`config.mk`:
```
export PLATFORM = sky130hd
export DESIGN_NAME = tdfs_stage
export DESIGN_NICKNAME = d
export VERILOG_FILES = /design/src/tdfs_pkg.sv /design/src/tdfs_hyst.sv /design/src/tdfs_stage.sv
export VERILOG_INCLUDE_DIRS = /design/src
export SDC_FILE = /design/constraint.sdc
export NUM_CORES = 1
export LEC_CHECK = 0
export ABC_CLOCK_PERIOD_IN_PS = 3600
export BUFFER_PORTS_ARGS = -buffer_cell sky130_fd_sc_hd__buf_2
export CORE_MARGIN = 5
export CORE_UTILIZATION = 35
export CTS_CLUSTER_SIZE = 30
export DETAILED_ROUTE_END_ITERATION = 12
export PLACE_DENSITY_LB_ADDON = 0.08
export SYNTH_ARGS = -nofsm -noshare
export SYNTH_HDL_FRONTEND = slang
export SYNTH_SLANG_ARGS = --single-unit
export TNS_END_PERCENT = 10
```
`constraint.sdc`:
```
create_clock -name CLOCK -period 3.6 [get_ports CLOCK]
set_clock_uncertainty 0.1 [all_clocks]
set_input_delay 0.72 -clock CLOCK [delete_from_list [all_inputs] [get_ports CLOCK]]
set_output_delay 0.72 -clock CLOCK [all_outputs]
set_load 0.01 [all_outputs]
```
`src/tdfs_params.svh`:
```
// Purpose: Constants for the transient drive and fault shutdown power-stage logic
// Assumes: Voltage codes use one LSB of 7.5 mV, input supply in mV, temperature in degrees C
// Notes:   Definitions only
`ifndef TDFS_PARAMS_SVH
`define TDFS_PARAMS_SVH

// Sense and offset code widths
`define TDFS_SENSE_W      8
`define TDFS_OFS_W        5
// One code step in microvolts
`define TDFS_STEP_UV      7500
// Input undervoltage set and clear levels, mV
`define TDFS_IUV_SET_MV   16'd7600
`define TDFS_IUV_CLR_MV   16'd9100
// Overtemperature trip selection
`define TDFS_OT_BASE_C    8'd85
`define TDFS_OT_STEP_C    8'd10
`define TDFS_OT_MAX_SEL   3'h6
`define TDFS_OT_HYST_C    8'd10
// Peak current limit selection width (four steps)
`define TDFS_ILIM_SEL_W   2
// Reset values
`define TDFS_FAULT_RST    4'h0
`define TDFS_CODE_RST     8'h00

`endif

```
`src/tdfs_pkg.sv`:
```
// Purpose: Types shared by the transient drive and fault shutdown logic
// Assumes: Constants live in tdfs_params.svh
// Notes:   Fault bit order matches the fault register layout
package tdfs_pkg;

  // Fault and status bits, one per protection
  typedef struct packed {
    logic iuv;   // Input undervoltage
    logic ouv;   // Output undervoltage
    logic oov;   // Output overvoltage
    logic ot;    // Overtemperature
  } tdfs_fault_t;

  // Transient pulse pair
  typedef struct packed {
    logic over;   // Overshoot pulse
    logic under;  // Undershoot pulse
  } tdfs_atr_t;

endpackage : tdfs_pkg

```
`src/tdfs_hyst.sv`:
```
// Purpose: Threshold comparator with hysteresis for slow analog quantities
// Assumes: Value and thresholds are codes synchronous to clk
// Notes:   ABOVE=1 trips at or above trip, else trips below trip
`timescale 1ns/1ps
module tdfs_hyst #(
  parameter int W     = 16,
  parameter bit ABOVE = 1'b1
) (
  input  wire logic         clk,
  input  wire logic         rst_b,
  input  wire logic [W-1:0] value,
  input  wire logic [W-1:0] trip,
  input  wire logic [W-1:0] rel_lvl,
  output logic              flag
);

  // Width sanity
  initial begin
    if (W < 2) $error("tdfs_hyst: W must be at least 2");
  end

  logic flag_r;    // Tripped state
  logic flag_nxt;  // Next tripped state

  // Trip and release decisions; release needs crossing the far level
  always_comb begin
    flag_nxt = flag_r;
    if (ABOVE) begin
      if (value >= trip) flag_nxt = 1'b1;
      else if (value < rel_lvl) flag_nxt = 1'b0;
    end else begin
      if (value < trip) flag_nxt = 1'b1;
      else if (value > rel_lvl) flag_nxt = 1'b0;
    end
  end

  // Register only
  always_ff @(posedge clk or negedge rst_b) begin
    if (!rst_b) flag_r <= 1'b0;
    else flag_r <= flag_nxt;
  end

  assign flag = flag_r;

endmodule : tdfs_hyst

```
`src/tdfs_stage.sv`:
```
// Purpose: Power-stage logic: transient window comparator, fault register, peak current limit
// Assumes: All inputs synchronous to CLOCK (10 MHz); analog values arrive as digital codes
// Notes:   The controller side (drive combining, shutdown latch) lives outside this block
`timescale 1ns/1ps
`include "tdfs_params.svh"
module tdfs_stage
  import tdfs_pkg::*;
#(
  parameter int SW         = `TDFS_SENSE_W,  // Sense code width
  parameter int OW         = `TDFS_OFS_W,    // Offset code width
  parameter int IW         = 8,              // Phase current code width
  parameter int ILIM_BASE  = 64,             // Lowest peak limit code
  parameter int ILIM_STEP  = 32              // Code added per limit step
) (
  input  wire logic                          CLOCK,
  input  wire logic                          RST_B,
  input  wire logic [SW-1:0]                 SENSE_CODE,
  input  wire logic [SW-1:0]                 VOLTAGE_ID_CODE,
  input  wire logic [OW-1:0]                 OVER_OFS,
  input  wire logic [OW-1:0]                 UNDER_OFS,
  input  wire logic [OW-1:0]                 OOV_OFS,
  input  wire logic [OW-1:0]                 OUV_OFS,
  input  wire logic [15:0]                   VIN_MV,
  input  wire logic [7:0]                    TEMP_C,
  input  wire logic [2:0]                    OT_SEL,
  input  wire logic [IW-1:0]                 PHASE_CURRENT,
  input  wire logic [`TDFS_ILIM_SEL_W-1:0]   ILIM_SEL,
  input  wire logic                          PWM_IN,
  input  wire logic                          PERIOD_START,
  input  wire logic                          FAULT_CLR,
  output tdfs_atr_t                          ATR_PULSE,
  output logic [SW-1:0]                      TRANSIENT_REF,
  output tdfs_fault_t                        STATUS,
  output tdfs_fault_t                        FAULT_REG,
  output logic                               HS_GATE
);

  // Parameters the logic cannot serve are refused
  initial begin
    if (SW < 4 || OW < 1 || OW > SW) $error("tdfs_stage: bad code widths");
    if (ILIM_BASE + 3 * ILIM_STEP >= (1 << IW)) $error("tdfs_stage: peak limit overflows");
  end

  // Transient reference and window comparator state
  logic [SW-1:0] ref_r,   ref_nxt;    // Transient reference
  logic [SW-1:0] vid_r,   vid_nxt;    // Last voltage code seen
  tdfs_atr_t     atr_r,   atr_nxt;    // Registered transient pulses
  // Fault state
  tdfs_fault_t   status_live;         // Live status from comparators
  tdfs_fault_t   fault_r, fault_nxt;  // Sticky fault register
  // Peak current limiter state
  logic          cut_r,   cut_nxt;    // High side cut for rest of period
  logic          hs_r,    hs_nxt;     // Registered high-side gate
  // Derived thresholds; the four window sums are one bit wider to avoid wrap
  logic [SW:0]   over_lvl;            // Reference plus overshoot offset
  logic [SW:0]   under_chk;           // Sense plus undershoot offset
  logic [SW:0]   oov_lvl;             // Reference plus overvoltage offset
  logic [SW:0]   ouv_chk;             // Sense plus undervoltage offset
  logic [IW-1:0] ilim;                // Selected peak limit
  logic [2:0]    ot_sel_c;            // Clamped trip selection
  logic [7:0]    ot_trip;             // Trip temperature
  logic [7:0]    ot_rel;              // Release temperature
  logic          iuv_flag;            // Input undervoltage comparator
  logic          ot_flag;             // Overtemperature comparator

  // offsets add as codes
  // One sense LSB equals one offset step, so no scaling is needed
  assign over_lvl  = {1'b0, ref_r} + {{(SW+1-OW){1'b0}}, OVER_OFS};
  assign under_chk = {1'b0, SENSE_CODE} + {{(SW+1-OW){1'b0}}, UNDER_OFS};
  assign oov_lvl   = {1'b0, ref_r} + {{(SW+1-OW){1'b0}}, OOV_OFS};
  assign ouv_chk   = {1'b0, SENSE_CODE} + {{(SW+1-OW){1'b0}}, OUV_OFS};

  // compare sense, reference
  // Reference tracking and pulse generation
  always_comb begin
    vid_nxt = VOLTAGE_ID_CODE;
    ref_nxt = ref_r;
    if (VOLTAGE_ID_CODE != vid_r) ref_nxt = VOLTAGE_ID_CODE;
    atr_nxt.over  = ({1'b0, SENSE_CODE} > over_lvl);
    atr_nxt.under = (under_chk < {1'b0, ref_r});
  end

  // Register only; reference starts at the lowest code
  always_ff @(posedge CLOCK or negedge RST_B) begin
    if (!RST_B) begin
      ref_r <= `TDFS_CODE_RST;
      vid_r <= `TDFS_CODE_RST;
      atr_r <= '0;
    end else begin
      ref_r <= ref_nxt;
      vid_r <= vid_nxt;
      atr_r <= atr_nxt;
    end
  end

  // trip from selection
  // Selections above the top step clamp to the highest trip point
  assign ot_sel_c = (OT_SEL > `TDFS_OT_MAX_SEL) ? `TDFS_OT_MAX_SEL : OT_SEL;
  assign ot_trip  = `TDFS_OT_BASE_C + 8'(`TDFS_OT_STEP_C * {5'h00, ot_sel_c});
  assign ot_rel   = ot_trip - `TDFS_OT_HYST_C;

  tdfs_hyst #(.W(16), .ABOVE(1'b0)) u_iuv (
    .clk     (CLOCK),
    .rst_b   (RST_B),
    .value   (VIN_MV),
    .trip    (`TDFS_IUV_SET_MV),
    .rel_lvl (`TDFS_IUV_CLR_MV),
    .flag    (iuv_flag)
  );

  // Overtemperature with its own hysteresis
  tdfs_hyst #(.W(8), .ABOVE(1'b1)) u_ot (
    .clk     (CLOCK),
    .rst_b   (RST_B),
    .value   (TEMP_C),
    .trip    (ot_trip),
    .rel_lvl (ot_rel),
    .flag    (ot_flag)
  );

  // live status bits
  // Live status; voltage bits come straight from the window
  always_comb begin
    status_live.iuv = iuv_flag;
    status_live.ouv = (ouv_chk < {1'b0, ref_r});
    status_live.oov = ({1'b0, SENSE_CODE} > oov_lvl);
    status_live.ot  = ot_flag;
  end

  // sticky fault bits
  // Set wins over clear so a fault in the clear cycle is kept
  always_comb begin
    fault_nxt = FAULT_CLR ? `TDFS_FAULT_RST : fault_r;
    fault_nxt = fault_nxt | status_live;
  end

  // Register only
  always_ff @(posedge CLOCK or negedge RST_B) begin
    if (!RST_B) fault_r <= `TDFS_FAULT_RST;
    else fault_r <= fault_nxt;
  end

  assign ilim = IW'(ILIM_BASE) + IW'(ILIM_STEP * int'(ILIM_SEL));

  // pulse-by-pulse cut
  // The cut never touches the fault register: it is not a shutdown
  always_comb begin
    cut_nxt = cut_r;
    if (PERIOD_START) cut_nxt = 1'b0;
    // Overcurrent in the first cycle of a period still cuts
    if (PWM_IN && PHASE_CURRENT > ilim) cut_nxt = 1'b1;
    hs_nxt = PWM_IN & ~cut_nxt;
  end

  // Register only
  always_ff @(posedge CLOCK or negedge RST_B) begin
    if (!RST_B) begin
      cut_r <= 1'b0;
      hs_r  <= 1'b0;
    end else begin
      cut_r <= cut_nxt;
      hs_r  <= hs_nxt;
    end
  end

  // Outputs from flip-flops, except STATUS, which is gated by the live comparators
  assign ATR_PULSE     = atr_r;
  assign TRANSIENT_REF = ref_r;
  assign STATUS        = {iuv_flag, fault_r.ouv, fault_r.oov, ot_flag} & status_live;
  assign FAULT_REG     = fault_r;
  assign HS_GATE       = hs_r;
endmodule : tdfs_stage
```
After elaboration in Yosys (flattened, before gate mapping) --
Index checks and enable logic that the tools add are counted. Widths: inputs -> output; s select.
Operators by class: equality and inequality tests 1, multiplexer cells 8, bitwise logic cells 4, add/subtract/negate cells 7, order comparisons 10, multiply operators 1, reductions and logical operators 3
Operator list (number):
- $add 8x5->9 | 4
- $gt 8x9->1 | 2
- $lt 9x8->1 | 2
- $add 7x7->8 const A | 2
- $gt 16x14->1 const B | 1
- $lt 16x13->1 const B | 1
- $ge 8x8->1 | 1
- $gt 8x8->1 | 1
- $lt 8x8->1 | 1
- $ne 8x8->1 | 1
- $sub 8x4->8 const B | 1
- $mul 3x3->6 const A | 1
- $mux 1 | 6
- $and 4x4->4 | 1
- $mux 4 | 1
- $or 4x4->4 | 1
- $reduce_bool 2->1 | 2
- $gt 3x3->1 const B | 1
- $mux 3 | 1
- $and 1x1->1 | 1
- $logic_and 1x1->1 | 1
- $not 1->1 | 1
Storage, ports and cells: output and inout bits 19, flip-flop bits (word level) 26

Longest topological paths before layout --
depth in word-level cells 8, mapped depth 13

Modules after synthesis --
A second synthesis with hierarchy kept.
Second synthesis, totals: cells, all modules 507, area, all modules 4196.5 µm²
By module, submodules not included:
- tdfs_stage | instances 1, sequential area each 600.6 µm², area each 2974.1 µm², cells each 343
- tdfs_hyst at u_iuv | instances 1, sequential area each 25.0 µm², area each 804.5 µm², cells each 114
- tdfs_hyst at u_ot | instances 1, sequential area each 25.0 µm², area each 417.9 µm², cells each 50

Least setup slack after synthesis --
Ideal clock, no wire load.
kind input to output, start input SENSE_CODE[0], end output STATUS[2] (netlist bit), cell stages on the path 11, setup slack -0.296 ns, arrival time 3.076 ns, cell sequence ha_1 > fa_1 > a211oi_1 > nor2_1 > o21ai_0 > xnor2_1 > ha_1 > a21o_1 > a221oi_1 > o21ai_0 > nor3_1
RTL lines:
- start: declaration | RTL line tdfs_stage.sv:17 | input wire logic [SW-1:0] SENSE_CODE,
- end: declaration | RTL line tdfs_stage.sv:33 | output tdfs_fault_t STATUS,

==> results list <==
- Summing the areas of all and, or, nand and nor instances in the mapped netlist gives 14.0% of the synthesized area.
- After the last flow step, the layout net total stands at 659.
- Area contributors post-synth: ha_1 (28%), dfrtp_1 (20%), xor2_1 (4.0%)
- In this run the deepest clock path goes through 2 buffers.
* Layout overhead on the synthesized area: 29.8%
- H-tree lvl count: 1
* Via count of the first global-routing pass: 3103
* Mean routed wirelength per cell: 14.8 um
- STA classifies the critical path startpoint as an input pin.
- Power per Cell Area: 264 nW/um^2
- Row generation in the floorplan step produced 35 rows.
- Share of Yosys cell area claimed by the top area cell type: 27.9%
- Global routing consumed, on the met3 layer, 2.10% of the routing resources.
- In this run the mean area of a mapped cell was 8.93 um^2.
- The most critical setup path has its startpoint at OOV_OFS[0].
* CP Data Required Time: 2.78 ns
- Summed over all layers, the global routing overflow is 0.
* Xor-xnor portion of the synthesized cell area: 7.39%
* Final instance area: 4310 um^2
* Worst setup path category: input pin to output pin
- Worst-path maximum fanout: 3
- The repair_antennas step left the layout with diodes totalling 0.
- Area fraction in compound gates after synthesis: 21.0%
* Path type of the worst min-delay path: input pin to asynchronous set/reset pin
- Via density per instance: 5.06
- CTS Root Buffer Type: clkbuf_8
* Result of the run: complete, but fails checks
- Derived from the worst setup path, the maximum achievable clock frequency is 0.258 GHz.
- Sequential fraction of the synthesis area: 19.6%
- Maximum ir drop on the vdd rail: 196 uV
- Post-synth EDFFs: 0
- Global routing used 20.9% of the available met1 tracks.
- Counting flops with an async set or reset pin after synthesis yields a share of 100%.
- For the finished layout, the period the worst path requires is 3.88 ns.
- On the worst path, the slowest cell contributes a delay of 0.34 ns.
* Biggest area consumer among synthesized cells: ha_1
- In this run the critical register-to-register path is launched from TRANSIENT_REF[0].
- Final core occ: 46.7%
* Worst-case headroom to the max-slew limit: 62.1%
- Largest net degree at the start of global routing: 27
- The die covers 11500 um^2.
- Final HPWL from detailed placement: 8.25 mm
- After floorplanning, the core was sized to cover 9240 um^2.
* Number of synthesized register bits: 26
* Setup Fix Bufs, Post-CTS: 0
- The count of final max-slew check failures came to 0.
- Number of antenna violations at the first check in global routing: 0
- Overall Global Routing Usage: 15.8%
* RSZ-0062 raised after global routing: true
- Summing all placed instances gives a cell area of 4240 um^2.
- Clock net sink count: 26
- Clock-pin slew of the registers on the worst-case setup and hold paths: 0.08 ns
* Critical Path End Type: output pin
- The later pin in the worst-skew pair is clocked with a latency of 0.26 ns.
* Die outline height: 107 um
- The number of nets handed over by synthesis was 528.
- After synthesis, the share of cell area in mux cells is 3.01%.
- Critical path buffers and inverters: 2
- The first global-routing pass estimated 14.6 mm of wire.
- Area of the mapped netlist: 3320 um^2
- During synthesis, Yosys emitted a total of 0 warnings.
- After the first detailed-routing iteration, the DRC count stood at 87.
- Final worst path period share: 108%
- TritonCTS built the clock tree.
- At the end of routability-driven placement, the weighted congestion stood at 0.849.
- Gate count of the mapped netlist: 372
- Final setup violation count: 2
* Final Hold Vio Count: 0
- For this run, design rule violations remaining after detail routing come to 0.
- For this design the top-level I/O count stands at 97.
* Via count: 3189
* Total clock buffers created by CTS: 3
- The final reports fail on negative setup slack.
- Final WL: 9.33 mm
* Power, Total: 1140 uW
- The slowest stage of the critical path is the fa_2 cell.
- The tool flagged a number of max-cap violations equal to 0.
- Setup slack on the critical path of the routed design comes to -0.280 ns.
- Summing the areas of all fa, ha and maj instances in the mapped netlist gives 30.3% of the synthesized area.
- The first detailed-routing pass took 4 iterations.
* Cell leakage power: 0.00216 uW
- Arrival time reported for the critical path endpoint: 3.06 ns
- The post-route netlist has 31.7% of its cells at a drive strength greater than 1.
* Combinational family with the most area after synthesis: adder cells
- Most common flop cell mapped by yosys: dfrtp_1
* Initial core utilization: 35.9%
* GRT busiest layer: met2
- Traced cell by cell, the critical path runs through buf_6 > ha_4 > fa_2 > a211o_1 > a21oi_2 > nor2_1 > xnor2_1 > ha_1 > a211oi_2 > o211ai_1 > o221ai_2 > nor3_2 > buf_2.
- In the global route stage, met2 resource usage came out at 27.3%.
- For the pin with the worst max-slew slack, the measured transition is 0.561 ns.
- Distinct cell type count after synthesis: 53
- Port buffering added 96 buffers.
- The die is 107 um wide.
- Kind of cell adding the most delay to the critical path: compound AO/OA/AOI/OAI gates
- Post-detailed-route count of antenna-violating nets: 0
what timing repair did:
item | in CTS | in global routing
pin swaps | 7 | 5
gates resized for setup | 6 | 0
hold buffers | 0 | 0
setup endpoints to repair | 2 | 2
per-stage QoR:
stage / cells / TNS [ns] / hold slack, ns / setup WS (ns)
6_report: 630 / -0.557 / 0.336 / -0.280
5_1_grt: 630 / -0.762 / 0.386 / -0.411
4_1_cts: 630 / -0.571 / 0.357 / -0.301
3_5_place_dp: 627 / -0.690 / 0.371 / -0.394
3_3_place_gp: 627 / -0.611 / 0.367 / -0.336
2_1_floorplan: 372 / -0.0197 / 0.324 / -0.0193
final timing paths:
| kind | end | slack [ns] | cells after the start |
|---|---|---|---|
| max in group asynchronous | TRANSIENT_REF[4] | 2.70 | 1 |
| min in group CLOCK | FAULT_REG[0] | 0.39 | 1 |
| worst max register to register | ATR_PULSE[1] | 0.58 | 13 |
| worst max-delay path | STATUS[1] | -0.28 | 13 |
| worst min register to register | FAULT_REG[0] | 0.39 | 1 |
| worst min-delay path | TRANSIENT_REF[7] | 0.34 | 1 |
Yosys cell counts (2+ instances only):
cell	n
a2111oi_0	3
a211oi_1	11
a21o_1	10
a21oi_1	23
a311oi_1	2
and2_1	2
and3_1	2
buf_2	2
buf_4	2
clkbuf_1	3
dfrtp_1	26
fa_1	4
ha_1	74
inv_1	31
mux2_2	8
nand2_1	25
nand2b_1	4
nand3_1	11
nand4_1	5
nor2_1	15
nor2b_1	2
nor3_1	6
nor3b_1	7
nor4_1	4
o2111ai_1	5
o211ai_1	7
o21a_1	4
o21ai_0	19
o221ai_1	2
o22ai_1	3
o311ai_0	2
xnor2_1	13
xor2_1	15
where the power goes:
group	internal, uW	total, uW	switching (uW)
Clock	74.6	153	78.4
Sequential	324	343	19.1
Combinational	306	645	338
sequential cells by signal (all words and copies together), names as in the netlist:
signal	cells
ATR_PULSE	2
FAULT_REG	4
HS_GATE	1
TRANSIENT_REF	8
cut_r	1
u_iuv.flag	1
u_ot.flag	1
vid_r	8
placed cells by master, fill, tap and decap left out, types with 3 or more instances in the layout:
master	n
buf_4	37
a21o_1	10
ha_1	72
a21oi_1	21
nand2b_1	4
dfrtp_1	26
o21a_1	4
clkbuf_8	3
a211oi_1	9
inv_1	31
buf_2	95
o2111ai_1	5
nor2_1	15
xnor2_1	13
nand2_1	25
nor3b_1	7
nand3_1	11
nand4_1	5
o22ai_1	3
o21ai_0	17
nor4_1	4
nor3_1	4
mux2_2	8
a2111oi_0	3
xor2_1	15
o211ai_1	7
cell type report:
type	count	area, um^2
fill	938	4930
multi-input combinational	307	2570
timing repair buffer	133	764
sequential	26	651
tap	129	161
inverter	32	120
clock buffer	3	41.3
routing by layer:
layer  wire, um  share of wire (%)
met1       4330                 46
met2       4340                 47
met3        536                5.7
met4        123                1.3
met5          0                  0
logic make-up after synthesis:
logic type                 after synthesis
AOI/OAI and AO/OA                      102
xor gates and xnor gates                28
adders and majority gates               78
muxes                                    9
DFF                                     26
buffers and inverters                   39
and+or+nand+nor                         90
Power figures use the tool's default switching activity.
